File: config.mk
export PLATFORM = sky130hd
export DESIGN_NAME = plr_regs
export DESIGN_NICKNAME = d
export VERILOG_FILES = /design/src/plr_pkg.sv /design/src/plr_regs.sv
export VERILOG_INCLUDE_DIRS = /design/src /design/src/src
export SDC_FILE = /design/constraint.sdc
export NUM_CORES = 1
export LEC_CHECK = 0
export BUFFER_PORTS_ARGS = -buffer_cell sky130_fd_sc_hd__clkbuf_2
export CORE_ASPECT_RATIO = 1.4
export CORE_MARGIN = 3
export CORE_UTILIZATION = 58
export CTS_CLUSTER_DIAMETER = 60
export DETAILED_ROUTE_END_ITERATION = 16
export PLACE_DENSITY = 0.85
export REMOVE_ABC_BUFFERS = 1
export SYNTH_ARGS = -nofsm -noshare
export SYNTH_HDL_FRONTEND = slang
export SYNTH_SLANG_ARGS = --single-unit
File: constraint.sdc
create_clock -name i_sys_clk -period 3.1 [get_ports i_sys_clk]
set_input_delay 0.62 -clock i_sys_clk [delete_from_list [all_inputs] [get_ports i_sys_clk]]
set_output_delay 0.62 -clock i_sys_clk [all_outputs]
set_load 0.03 [all_outputs]
File: src/plr_consts.svh
// register offsets, field positions and reset values of the port management bank
// assumes the includer uses the index values: byte address = 4 * register index
`ifndef PLR_CONSTS_SVH
`define PLR_CONSTS_SVH

// ************************************************************
// register indexes (byte address is four times these)
// ************************************************************
`define PLR_IDX_IRQ_STATUS 5'h1a
`define PLR_IDX_AUX 5'h1c
`define PLR_IDX_LED_MODE 5'h1d
`define PLR_IDX_LED_BEHAV 5'h1e
`define PLR_IDX_PAGE 5'h1f
`define PLR_IDX_SERDES_AN 5'h10
`define PLR_IDX_LAST_PAGED 5'h1e

// ************************************************************
// page select values
// ************************************************************
`define PLR_PAGE_MAIN 16'h0000
`define PLR_PAGE_EXT 16'h0001
`define PLR_PAGE_GPIO 16'h0010

// ************************************************************
// field positions
// ************************************************************
`define PLR_AUX_AN_DONE 15
`define PLR_AUX_AN_OFF 14
`define PLR_AUX_TMO_HI 7
`define PLR_AUX_PSAVE 6
`define PLR_AUX_FDX 5
`define PLR_AUX_TMO_LO 2
`define PLR_BEH_COPPER_ONLY 15
`define PLR_BEH_SPLIT_ACT 14
`define PLR_SD_TXRF_HI 15
`define PLR_SD_PDET 11
`define PLR_IRQ_PEND 15

// ************************************************************
// reset values and masks
// ************************************************************
`define PLR_RST_ZERO 16'h0000
`define PLR_IRQ_EVT_MASK 16'h7e16
`define PLR_BEH_RW_MASK 16'hc00f

`endif

File: src/plr_pkg.sv
// types shared by the port management bank
// assumes plr_consts.svh supplies the numbers
package plr_pkg;
   // strap capture sequence, gray coded along the path
   typedef enum logic [1:0] {
      PLR_ST_WAIT = 2'b00,
      PLR_ST_LOAD = 2'b01,
      PLR_ST_DONE = 2'b11
   } plr_strap_st_t;
   // resolved link speed code
   typedef enum logic [1:0] {
      PLR_SPD_10 = 2'b00,
      PLR_SPD_100 = 2'b01,
      PLR_SPD_1000 = 2'b10,
      PLR_SPD_RSVD = 2'b11
   } plr_speed_t;
endpackage

File: src/plr_regs.sv
// management register bank of one port: auxiliary status, leds, page select, serdes an
// assumes an apb master on i_sys_clk and phy core status inputs on the same clock
//
// Functional notes
// - aux bit 15 mirrors an-complete status
// - aux bit 14 is inverted an-enable
// - bits 13..8 report crossover, swap, polarities
// - timeout code from bits 7 and 2
// - bit 6 enables link power saving
// - bits 4:3 speed, bit 5 duplex
// - four 4-bit led mode fields, strapped
// - codes 0..7 link with activity variants
// - codes 8..11 duplex, collision, activity, fiber
// - code 12 an fault, 13 serial (code 13 drives the led off here)
// - code 14 forced off, 15 forced on
// - behaviour bit 15 restricts link to copper
// - split bit makes tx/rx activity separate
// - bits 3:0 disable combined led indications
// - mode bits 11:10 set by first port only
// - page 0x0001 maps 16..30 to extended
// - addresses 0..15 unaffected except gpio page
// - page register resets to zero
// - page 0x0010 maps 0..30 to gpio
// - serdes bits 15:14 transmit remote fault
// - serdes bits 13:12 partner remote fault
// - bit 11 parallel detect, bit 10 signal detect
// - interrupt status clears when read
//
// Design decision made here: the APB interface to the registers.
`include "plr_consts.svh"
`timescale 1ns/1ns
`default_nettype none

module plr_regs
   import plr_pkg::*;
#(
   parameter bit FIRST_PORT = 1'b1, // this instance is the first port
   parameter int ADDR_W = 8 // apb address width
) (
   input wire logic i_sys_clk,
   input wire logic i_rstn,
   input wire logic i_psel,
   input wire logic i_penable,
   input wire logic i_pwrite,
   input wire logic [ADDR_W-1:0] i_paddr,
   input wire logic [31:0] i_pwdata,
   output logic [31:0] o_prdata,
   output logic o_pready,
   output logic o_pslverr,
   input wire logic [20:0] i_strap_configuration_pins, // led modes, combine, timeout msb
   input wire logic i_an_complete,
   input wire logic i_an_enable,
   input wire logic i_crossover,
   input wire logic i_cd_swap,
   input wire logic [3:0] i_pol_inv, // pairs d..a in bits 3..0
   input wire logic [1:0] i_speed,
   input wire logic i_full_duplex_flag,
   input wire logic i_copper_link,
   input wire logic i_fiber_link,
   input wire logic i_tx_activity,
   input wire logic i_rx_activity,
   input wire logic i_collision,
   input wire logic i_an_fault,
   input wire logic [1:0] i_far_end_partner_rfault,
   input wire logic i_signal_detect,
   input wire logic [15:0] i_irq_event, // one-cycle event pulses
   input wire logic [1:0] i_shared_led_bits, // mode bits 11:10 held by the first port
   output logic [1:0] o_shared_led_bits,
   output logic o_psave_en,
   output logic [1:0] o_psave_timeout,
   output logic [1:0] o_tx_remote_fault,
   output logic o_parallel_detect_en,
   output logic o_indicator_output_zero,
   output logic o_indicator_output_one,
   output logic o_indicator_output_two,
   output logic o_indicator_output_three
);

   // ************************************************************
   // apb decode
   // ************************************************************
   logic setup_w; // first cycle of a transfer
   logic done_w; // completing edge of a transfer
   logic [4:0] idx_w; // register index
   logic bad_addr_w; // address above the 32 registers
   logic [15:0] page_reg; // page select register
   logic pg_ext_w; // extended page active
   logic pg_gpio_w; // gpio page active
   logic main_w; // access hits a main register of this bank
   logic ext_w; // access hits an extended register of this bank
   logic pready_reg;
   logic pslverr_reg;
   logic [31:0] prdata_reg;

   assign setup_w = i_psel & ~i_penable;
   assign done_w = i_psel & i_penable & pready_reg;
   assign idx_w = i_paddr[6:2];
   assign bad_addr_w = |i_paddr[ADDR_W-1:7];
   assign pg_ext_w = (page_reg == `PLR_PAGE_EXT);
   assign pg_gpio_w = (page_reg == `PLR_PAGE_GPIO);
   // address 31 always reaches the page register; unknown pages act as main
   assign main_w = !bad_addr_w && ((idx_w == `PLR_IDX_PAGE) ||
                   (!pg_gpio_w && !(pg_ext_w && idx_w >= 5'h10)));
   assign ext_w = !bad_addr_w && pg_ext_w && idx_w >= 5'h10 &&
                  idx_w <= `PLR_IDX_LAST_PAGED;

   logic wr_w; // write taken at this edge
   logic rd_w; // read taken at this edge
   assign wr_w = done_w & i_pwrite;
   assign rd_w = done_w & ~i_pwrite;

   // ************************************************************
   // strap capture after reset release
   // ************************************************************
   logic [20:0] strap_s1_reg, strap_s2_reg, strap_s3_reg; // pin synchroniser stages
   logic [1:0] fill_reg; // edges since reset, stops at three once stage three holds pins
   plr_strap_st_t strap_st_reg;
   logic strap_load_w; // one cycle: copy straps into the strap-reset fields

   // three stage synchroniser, the first stage feeds only the second
   always_ff @(posedge i_sys_clk or negedge i_rstn) begin
      if (!i_rstn) begin
         strap_s1_reg <= '0;
         strap_s2_reg <= '0;
         strap_s3_reg <= '0;
         fill_reg <= 2'h0;
      end else begin
         // reset zeros in stages two and three agree as well, so wait for real samples
         if (fill_reg != 2'h3) begin
            fill_reg <= fill_reg + 2'h1;
         end
         strap_s1_reg <= i_strap_configuration_pins;
         strap_s2_reg <= strap_s1_reg;
         strap_s3_reg <= strap_s2_reg;
      end
   end

   // wait until the synchroniser is full and settled, then load once
   always_ff @(posedge i_sys_clk or negedge i_rstn) begin
      if (!i_rstn) begin
         strap_st_reg <= PLR_ST_WAIT;
      end else begin
         case (strap_st_reg)
            PLR_ST_WAIT: begin
               if (fill_reg == 2'h3 && strap_s2_reg == strap_s3_reg) begin
                  strap_st_reg <= PLR_ST_LOAD;
               end
            end
            PLR_ST_LOAD: strap_st_reg <= PLR_ST_DONE;
            PLR_ST_DONE: strap_st_reg <= PLR_ST_DONE;
            default: strap_st_reg <= PLR_ST_WAIT;
         endcase
      end
   end
   assign strap_load_w = (strap_st_reg == PLR_ST_LOAD);

   // ************************************************************
   // writable registers
   // ************************************************************
   logic [15:0] led_mode_reg;
   logic [15:0] led_beh_reg;
   logic psave_en_reg;
   logic [1:0] psave_tmo_reg;
   logic [1:0] tx_rf_reg;
   logic pdet_reg;

   // page select; any value is stored as written
   always_ff @(posedge i_sys_clk or negedge i_rstn) begin
      if (!i_rstn) begin
         page_reg <= `PLR_RST_ZERO;
      end else if (wr_w && !bad_addr_w && idx_w == `PLR_IDX_PAGE) begin
         page_reg <= i_pwdata[15:0];
      end
   end

   // led mode; a strap load replaces the reset value, a write wins over it
   always_ff @(posedge i_sys_clk or negedge i_rstn) begin
      if (!i_rstn) begin
         led_mode_reg <= `PLR_RST_ZERO;
      end else if (wr_w && main_w && idx_w == `PLR_IDX_LED_MODE) begin
         led_mode_reg[15:12] <= i_pwdata[15:12];
         led_mode_reg[9:0] <= i_pwdata[9:0];
         if (FIRST_PORT) begin
            led_mode_reg[11:10] <= i_pwdata[11:10];
         end
      end else if (strap_load_w) begin
         led_mode_reg <= strap_s3_reg[15:0];
      end
   end

   // led behaviour
   always_ff @(posedge i_sys_clk or negedge i_rstn) begin
      if (!i_rstn) begin
         led_beh_reg <= `PLR_RST_ZERO;
      end else if (wr_w && main_w && idx_w == `PLR_IDX_LED_BEHAV) begin
         led_beh_reg <= i_pwdata[15:0] & `PLR_BEH_RW_MASK;
      end else if (strap_load_w) begin
         led_beh_reg[3:0] <= strap_s3_reg[19:16];
      end
   end

   // auxiliary control fields
   always_ff @(posedge i_sys_clk or negedge i_rstn) begin
      if (!i_rstn) begin
         psave_en_reg <= 1'b0;
         psave_tmo_reg <= 2'b00;
      end else if (wr_w && main_w && idx_w == `PLR_IDX_AUX) begin
         psave_en_reg <= i_pwdata[`PLR_AUX_PSAVE];
         psave_tmo_reg <= {i_pwdata[`PLR_AUX_TMO_HI], i_pwdata[`PLR_AUX_TMO_LO]};
      end else if (strap_load_w) begin
         psave_tmo_reg[1] <= strap_s3_reg[20];
      end
   end

   // serdes media auto-negotiation control
   always_ff @(posedge i_sys_clk or negedge i_rstn) begin
      if (!i_rstn) begin
         tx_rf_reg <= 2'b00;
         pdet_reg <= 1'b0;
      end else if (wr_w && ext_w && idx_w == `PLR_IDX_SERDES_AN) begin
         tx_rf_reg <= i_pwdata[`PLR_SD_TXRF_HI -: 2];
         pdet_reg <= i_pwdata[`PLR_SD_PDET];
      end
   end

   // ************************************************************
   // interrupt status: sticky, cleared by a read, an event wins
   // ************************************************************
   logic [15:0] irq_reg;
   logic irq_rd_w;
   assign irq_rd_w = rd_w && main_w && idx_w == `PLR_IDX_IRQ_STATUS;

   always_ff @(posedge i_sys_clk or negedge i_rstn) begin
      if (!i_rstn) begin
         irq_reg <= `PLR_RST_ZERO;
      end else begin
         // a read clears only what its setup snapshot reported; a later event stays pending
         irq_reg <= ((irq_rd_w ? (irq_reg & ~prdata_reg[15:0]) : irq_reg) | i_irq_event) &
                    `PLR_IRQ_EVT_MASK;
      end
   end

   // ************************************************************
   // read data
   // ************************************************************
   logic [15:0] led_eff_w; // led modes with the shared field applied
   logic [15:0] aux_w;
   logic [15:0] sd_w;
   logic [15:0] rd_mux_w;

   assign led_eff_w = FIRST_PORT ? led_mode_reg :
                      {led_mode_reg[15:12], i_shared_led_bits, led_mode_reg[9:0]};
   assign aux_w = {i_an_complete,
                   ~i_an_enable,
                   i_crossover, i_cd_swap, i_pol_inv[0], i_pol_inv[1],
                   i_pol_inv[2], i_pol_inv[3],
                   psave_tmo_reg[1], psave_en_reg,
                   i_full_duplex_flag, i_speed,
                   psave_tmo_reg[0], 2'b00};
   assign sd_w = {tx_rf_reg, i_far_end_partner_rfault, pdet_reg, i_signal_detect,
                  10'h000};

   // registers of other blocks and pages read as zero here
   always_comb begin
      rd_mux_w = 16'h0000;
      if (main_w) begin
         case (idx_w)
            `PLR_IDX_IRQ_STATUS: rd_mux_w = {|irq_reg, irq_reg[14:0]};
            `PLR_IDX_AUX: rd_mux_w = aux_w;
            `PLR_IDX_LED_MODE: rd_mux_w = led_eff_w;
            `PLR_IDX_LED_BEHAV: rd_mux_w = led_beh_reg;
            `PLR_IDX_PAGE: rd_mux_w = page_reg;
            default: rd_mux_w = 16'h0000;
         endcase
      end else if (ext_w && idx_w == `PLR_IDX_SERDES_AN) begin
         rd_mux_w = sd_w;
      end
   end

   // data captured in setup, ready in the single access cycle
   always_ff @(posedge i_sys_clk or negedge i_rstn) begin
      if (!i_rstn) begin
         pready_reg <= 1'b0;
         pslverr_reg <= 1'b0;
         prdata_reg <= 32'h0000_0000;
      end else begin
         pready_reg <= setup_w;
         if (setup_w) begin
            pslverr_reg <= bad_addr_w;
            prdata_reg <= {16'h0000, rd_mux_w};
         end else if (done_w) begin
            pslverr_reg <= 1'b0;
         end
      end
   end

   // ************************************************************
   // led drive
   // ************************************************************
   // blink timing is outside this bank: combined modes drop while the event is seen
   function automatic logic led_eval(input logic [3:0] mode, input logic cdis,
                                     input logic [15:0] beh);
      logic lnk, fib, act, fact; // link, fiber link, activity, fiber activity
      logic spd10, spd100, spd1000, r;
      lnk = i_copper_link | (i_fiber_link & ~beh[`PLR_BEH_COPPER_ONLY]);
      fib = i_fiber_link;
      act = beh[`PLR_BEH_SPLIT_ACT] ? i_tx_activity :
            (i_tx_activity | i_rx_activity);
      fact = beh[`PLR_BEH_SPLIT_ACT] ? i_rx_activity :
             (i_tx_activity | i_rx_activity);
      spd10 = (i_speed == PLR_SPD_10);
      spd100 = (i_speed == PLR_SPD_100);
      spd1000 = (i_speed == PLR_SPD_1000);
      r = 1'b0;
      case (mode)
         4'h0: r = lnk;
         4'h1: r = lnk & spd1000;
         4'h2: r = lnk & spd100;
         4'h3: r = lnk & spd10;
         4'h4: r = lnk & (spd100 | spd1000);
         4'h5: r = lnk & (spd10 | spd1000);
         4'h6: r = lnk & (spd10 | spd100);
         4'h7: r = fib & (spd100 | spd1000);
         4'h8: r = i_full_duplex_flag;
         4'h9: r = i_collision;
         4'ha: r = act;
         4'hb: r = fib;
         4'hc: r = i_an_fault;
         4'hd: r = 1'b0;
         4'he: r = 1'b0;
         4'hf: r = 1'b1;
         default: r = 1'b0;
      endcase
      // combined indications drop during activity or collision
      if (!cdis) begin
         if (mode <= 4'h7 || mode == 4'hb) begin
            r = r & ~((mode == 4'hb) ? fact : act);
         end else if (mode == 4'h8) begin
            r = r & ~i_collision;
         end
      end
      return r;
   endfunction

   logic [3:0] led_reg;
   genvar g;
   generate
      for (g = 0; g < 4; g++) begin : g_led
         always_ff @(posedge i_sys_clk or negedge i_rstn) begin
            if (!i_rstn) begin
               led_reg[g] <= 1'b0;
            end else begin
               led_reg[g] <= led_eval(led_eff_w[4*g +: 4], led_beh_reg[g], led_beh_reg);
            end
         end
      end
   endgenerate

   // ************************************************************
   // outputs
   // ************************************************************
   assign o_prdata = prdata_reg;
   assign o_pready = pready_reg;
   assign o_pslverr = pslverr_reg;
   assign o_shared_led_bits = led_mode_reg[11:10];
   assign o_psave_en = psave_en_reg;
   assign o_psave_timeout = psave_tmo_reg;
   assign o_tx_remote_fault = tx_rf_reg;
   assign o_parallel_detect_en = pdet_reg;
   assign o_indicator_output_zero = led_reg[0];
   assign o_indicator_output_one = led_reg[1];
   assign o_indicator_output_two = led_reg[2];
   assign o_indicator_output_three = led_reg[3];
endmodule
`default_nettype wire

==> results.toml, run 1 <==
[status]
status = "finished clean"

[layout]
diodes = 0
syn_to_final_growth_pct = 17.5
drive_above_1_share_pct = 29.3
mostFrequentLayoutCell = "dfrtp_1"
layout_common_cells = "142 x dfrtp_1, 105 x clkbuf_2, 52 x nor2_1"
nets = 814

[clock_tree]
root_buffer = "clkbuf_16"
ctsResizeCount = 0
postCtsSetupBuffers = 0
cts_buffer_depth = 2
clk_pin_slew_ns = 0.06
h-tree-depth = 4
clock_sinks = 142
cts_made_buffers = 17
clkLatencyLatePin_ns = 0.41
hold_buffers = 0
cts_tree = "built"

[synth]
synth_top_family_by_area = "compound AO/OA/AOI/OAI gates"
synth_area_um2 = 6660
synth-edff-count = 0
synth-async-reset-ratio_pct = 100
synthFlopType = "dfrtp_1"
synthMuxAreaShare_pct = 9.30
synth-xor-area-share_pct = 2.89
synth-seq-cells = 142
yosys.area_share.simple_pct = 12.4
syn_area_per_cell_um2 = 11.0
synth_cells = 605
synthAdderAreaFrac_pct = 0.752
synthDistinctLibCells = 64
synth_compound_area_share_pct = 16.3
yosysWarningCount = 0
ys_seq_area_share_pct = 53.4

[timing]
maxSlewViolCount = 0
slew_headroom_pct = 50.6
finalHoldViolations = 0
setup_viol = 0
skew_ns = 0.00787
fmax_mhz = 387
fin_crit_sh_pct = 83.5
worst_slew_pin_slew_ns = 0.739
finalCriticalPeriod_ns = 2.59
rsz0062_at_grt = "no"
finalSetupTns_ns = 0

[power]
power_density_nw_per_um2 = 550
p_seq_share_pct = 45.8
p_switching_w = 0.00112
p_total_w = 0.00430
vdd_drop_max_uv = 388
p_comb_share_pct = 8.4
swShare_pct = 26.1
leakage_nw = 3.59
power.share.clock_pct = 45.8
p_int_w = 0.00318

[floorplanning]
die_w_um = 96.5
fp.dieArea_um2 = 12800
rows = 45
core_um2 = 11000
io_pins = 150
die_y_um = 133
start_util_pct = 60.3

[critical_path]
worstPathArrival_ns = 2.92
path_class = "flip-flop to flip-flop"
cp_max_fo = 32
cp_data_required_time_ns = 3.43
regToRegSetupSlack_ns = 0.51
r2r_cells = 6
crit_path_end_kind = "flip-flop"
startpoint_type = "flip-flop"

[route]
detail_route.wl_per_cell_um = 19.7
vias_per_cell = 5.94
drc = 0
first_pass_iters = 5
vias = 5106
ant_nets = 0
drt_iter0_drc = 471
wl_um = 16900

[global_routing]
groute.usage.overall_pct = 27.3
grt_max_degree = 85
grt_pass1_wl_um = 26200
grt_pass1_vias = 5060
grt_overflow_total = 0
antenna_found_initial = 0

[worst_hold_path]
hp-class = "primary input to asynchronous set/reset pin"

[run]
drv_cap = 0

[placed_design]
place_congestion = 0.945
port_buffers = 106
dp_hpwl_um = 12600
==> final timing paths <==
check,endpoint,startpoint
worst max-delay path,led_eff_w[1],page_reg[9]
worst min-delay path,strap_s1_reg[17],i_rstn
worst max register to register,led_eff_w[1],page_reg[9]
worst min register to register,strap_s2_reg[12],strap_s1_reg[12]
max in group asynchronous,page_reg[8],i_rstn
min in group i_sys_clk,strap_s1_reg[13],i_strap_configuration_pins[13]
==> kinds of logic (layout without fill, tap and decap cells) <==
kind of cell               after synthesis  after routing
and+or+nand+nor                        168            168
AOI/OAI and AO/OA                      149            149
DFF                                    142            142
buffers and inverters                   63            162
muxes                                   56             56
xor gates and xnor gates                22             22
adders and majority gates                4              4
other                                    1             16
==> per-layer routing <==
layer,GRT usage [%],wire [um],up-vias
met2,45.5,8690,242
met4,14.4,724,0
li1,-,-,2342
met5,0,0,-
met1,32.6,6380,2468
met3,5.63,1120,54
==> worst max-delay path: stages, from the launching register on <==
cell,delay [ns]
dfrtp_1,0.45
or4_1,0.60
or4_4,0.60
o211ai_4,0.21
buf_4,0.41
nor2_1,0.10
a21oi_1,0.13
==> cell type report <==
class	instances	area [um^2]
sequential	142	3550
fill	814	3210
multi-input combinational	415	2840
timing repair buffer	117	632
clock buffer	17	425
tap	141	176
clock inverter	15	151
inverter	13	48.8
==> synthesized netlist by cell type, types with 2 or more instances <==
master     count  area share [%]
or2_2          3            0.28
or4_1          4            0.45
mux2_2        37             6.3
nor3_1         6            0.45
buf_6          2            0.34
o31ai_1        9             1.0
and3_1         3            0.28
nor2b_1        8            0.75
ha_1           4            0.75
a21oi_2       14             1.8
nand2_1       42             2.4
nor4_1         6            0.56
and2_1         6            0.56
nand3b_1       4            0.45
o22ai_1        7            0.66
a31oi_1       15             1.4
inv_1         13            0.73
xnor2_1       10             1.3
nand2b_1       9            0.85
nor2_1        52             2.9
a22oi_1        3            0.34
nand4_1        5            0.47
xor2_1        12             1.6
clkbuf_1      26             1.5
a211oi_1       3            0.34
a21o_1        12             1.4
a22o_1        19             2.5
a41oi_1        2            0.26
a2111oi_0      2            0.26
a21oi_1       19             1.4
a221oi_1       3            0.39
dfrtp_1      142              53
o2bb2ai_1      2            0.26
mux2i_1       18             2.7
nand3_1       12            0.90
o21ai_0       22             1.7
a21boi_0       2            0.23
buf_4         19             2.1
a32o_1         2            0.30
buf_2          2            0.15
==> power groups by stage <==
stage	Sequential (W)	Combinational [W]	Clock, W
after floorplan	0.00202	0.000154	0
after global placement	0.00200	0.000354	0
after detailed placement	0.00200	0.000359	0
after CTS	0.00197	0.000363	0.00199
after global routing	0.00198	0.000394	0.00208
final	0.00197	0.000363	0.00197
==> stage by stage <==
stage / worst slack, ns / hold WS, ns / utilization, % / instances / cell area, um^2
finish: 0.513 / 0.170 / 70.9 / 860 / 7820
global route: 0.452 / 0.200 / 70.9 / 860 / 7820
CTS: 0.550 / 0.189 / 70.9 / 860 / 7820
detailed placement: 0.530 / 0.335 / 65.7 / 828 / 7250
global placement: 0.491 / 0.331 / 65.7 / 828 / 7250
floorplan: 0.673 / 0.324 / - / 570 / 6440
(Power assumes the default switching activity.)
==> run 2, diff against run 1 <==
Settings changed: CORE_UTILIZATION 58 to 49, PLACE_DENSITY 0.85 to 0.76.
Clock period 3.1 ns to 2.1 ns, I/O delays scaled along.
==> results.toml, run 2 (synthesis results as in run 1) <==
[timing]
layout_setup_ws_ns = -0.165
fmax_mhz = 442
maxSlewViolCount = 0
finalCriticalPeriod_ns = 2.26
rsz0062_at_grt = "yes"
finalHoldViolations = 0
skew_ns = 0.0162
setup_viol = 50
slew_headroom_pct = 58.6
fin_crit_sh_pct = 108
worst_slew_pin_slew_ns = 0.615

[route]
wl_um = 17700
vias_per_cell = 5.64
vias = 5266
drc = 0
ant_nets = 0
drt_iter0_drc = 374
detail_route.wl_per_cell_um = 19.0
first_pass_iters = 5

[placed_design]
port_buffers = 106
place_congestion = 0.970
dp_hpwl_um = 13300
place_inst = 895

[floorplanning]
rows = 49
die_w_um = 105
die_y_um = 144
start_util_pct = 51.0
core_um2 = 13100
fp.dieArea_um2 = 15000
io_pins = 150

[global_routing]
groute.usage.overall_pct = 23.8
grt_overflow_total = 0
grt_max_degree = 53
antenna_found_initial = 0
grt_pass1_vias = 5441
grt_pass1_wl_um = 28000

[worst_hold_path]
hold_depth = 1
holdCritStartpoint = "i_strap_configuration_pins[20]"
hp-class = "primary input to flip-flop"

[critical_path]
r2r_start = "page_reg[11]"
r2r_cells = 7
cp_max_fo = 8
startpoint_type = "flip-flop"
crit_start = "page_reg[11]"
cp_data_required_time_ns = 2.44
cpMaxStageDelayCell = "or4_4"
worstPathCellList = "or4_4, or4_4, o211ai_4, buf_12, buf_12, nor2_2, a21oi_2"
path_class = "flip-flop to flip-flop"
crit_path_max_incr_delay_ns = 0.58
worstPathArrival_ns = 2.60
crit_path_end_kind = "flip-flop"

[clock_tree]
clkLatencyLatePin_ns = 0.42
cts_made_buffers = 17
clock_sinks = 142
root_buffer = "clkbuf_16"
clk_pin_slew_ns = 0.07
cts_tree = "built"
h-tree-depth = 4
cts_buffer_depth = 2

[layout]
diodes = 0
seq_area_um2 = 3550
layout_common_cells = "142 x dfrtp_1, 105 x clkbuf_2, 42 x nor2_1"
multiInputGateArea_um2 = 2970
nets = 850
syn_to_final_growth_pct = 25.7
mostFrequentLayoutCell = "dfrtp_1"
drive_above_1_share_pct = 35.5
final_cells = 933
fillers = 1051

[power]
p_total_w = 0.00632
power_density_nw_per_um2 = 755
leakage_nw = 3.85
vdd_drop_max_uv = 527

[status]
violations = "setup timing"
status = "complete, but fails checks"

[run]
drv_cap = 0
-- run 2: changes by cell type in the layout (fill, tap and decap cells not counted), sizes merged --
cell	change
clkbuf	+3
inv	+1
bufinv	-1
dlygate4sd3	+1
clkinv	-2
clkinvlp	+1
buf	+33
-- run 2: final cells by class --
class / instances / area share [%]
sequential: 142 / 42.5
multi-input combinational: 415 / 35.5
timing repair buffer: 153 / 12.1
clock buffer: 18 / 5.25
tap: 178 / 2.66
clock inverter: 14 / 1.44
inverter: 13 / 0.583
-- run 2: layer usage --
| layer | vias up | global-route usage [%] | share of wire (%) |
|---|---|---|---|
| met2 | 207 | 42.1 | 53 |
| met3 | 53 | 4.09 | 5.1 |
| met1 | 2570 | 27.3 | 38 |
| met5 | - | 0 | 0 |
| met4 | 0 | 14.1 | 4.5 |
| li1 | 2436 | - | - |
-- run 2: final timing paths --
kind | slack (ns) | end
setup / recovery | -0.16 | led_eff_w[3]
setup reg to reg | -0.16 | led_eff_w[3]
max in group asynchronous | 0.94 | strap_s3_reg[9]
hold / removal | 0.10 | strap_s1_reg[20]
hold reg to reg | 0.34 | strap_s2_reg[18]
min in group asynchronous | 0.51 | o_prdata[12]
-- run 2: repair_timing --
| action | in CTS | in global routing |
|---|---|---|
| endpoints found under the setup margin | 48 | 53 |
| hold buffers | 1 | 0 |
| cloned | 0 | 2 |
| endpoints found under the hold margin | 48 | 0 |
| gates resized for setup | 18 | 22 |
| setup buffers | 2 | 1 |
| pin swaps | 4 | 8 |
-- run 2: report_power, final --
group / total [W] / switching [W] / internal, W
logic: 0.000591 / 0.000369 / 0.000222
clock network: 0.00282 / 0.00124 / 0.00158
registers: 0.00291 / 0.0000718 / 0.00283
total: 0.00632 / 0.00168 / 0.00464
-- run 2: through the flow --
| stage | instance area [um^2] | hold slack [ns] | TNS (ns) | utilization (%) | worst slack (ns) |
|---|---|---|---|---|---|
| 5_1_grt | 8370 | 0.0876 | -6.08 | 64.1 | -0.191 |
| 2_1_floorplan | 6440 | 0.124 | -7.08 | - | -0.327 |
| 3_5_place_dp | 7570 | 0.335 | -7.16 | 58.0 | -0.237 |
| 6_report | 8370 | 0.104 | -4.65 | 64.1 | -0.165 |
| 4_1_cts | 8230 | 0.0889 | -4.57 | 63.0 | -0.150 |
| 3_3_place_gp | 7570 | 0.332 | -5.84 | 58.0 | -0.178 |
-- run 2: worst max-delay path, delay by kind of cell, from the launching register on --
family / cells / cell delay, ns
AND/OR/NAND/NOR: 3 / 1.16
AO/OA/AOI/OAI: 2 / 0.32
buffers and inverters: 2 / 0.30
flip-flops: 1 / 0.40
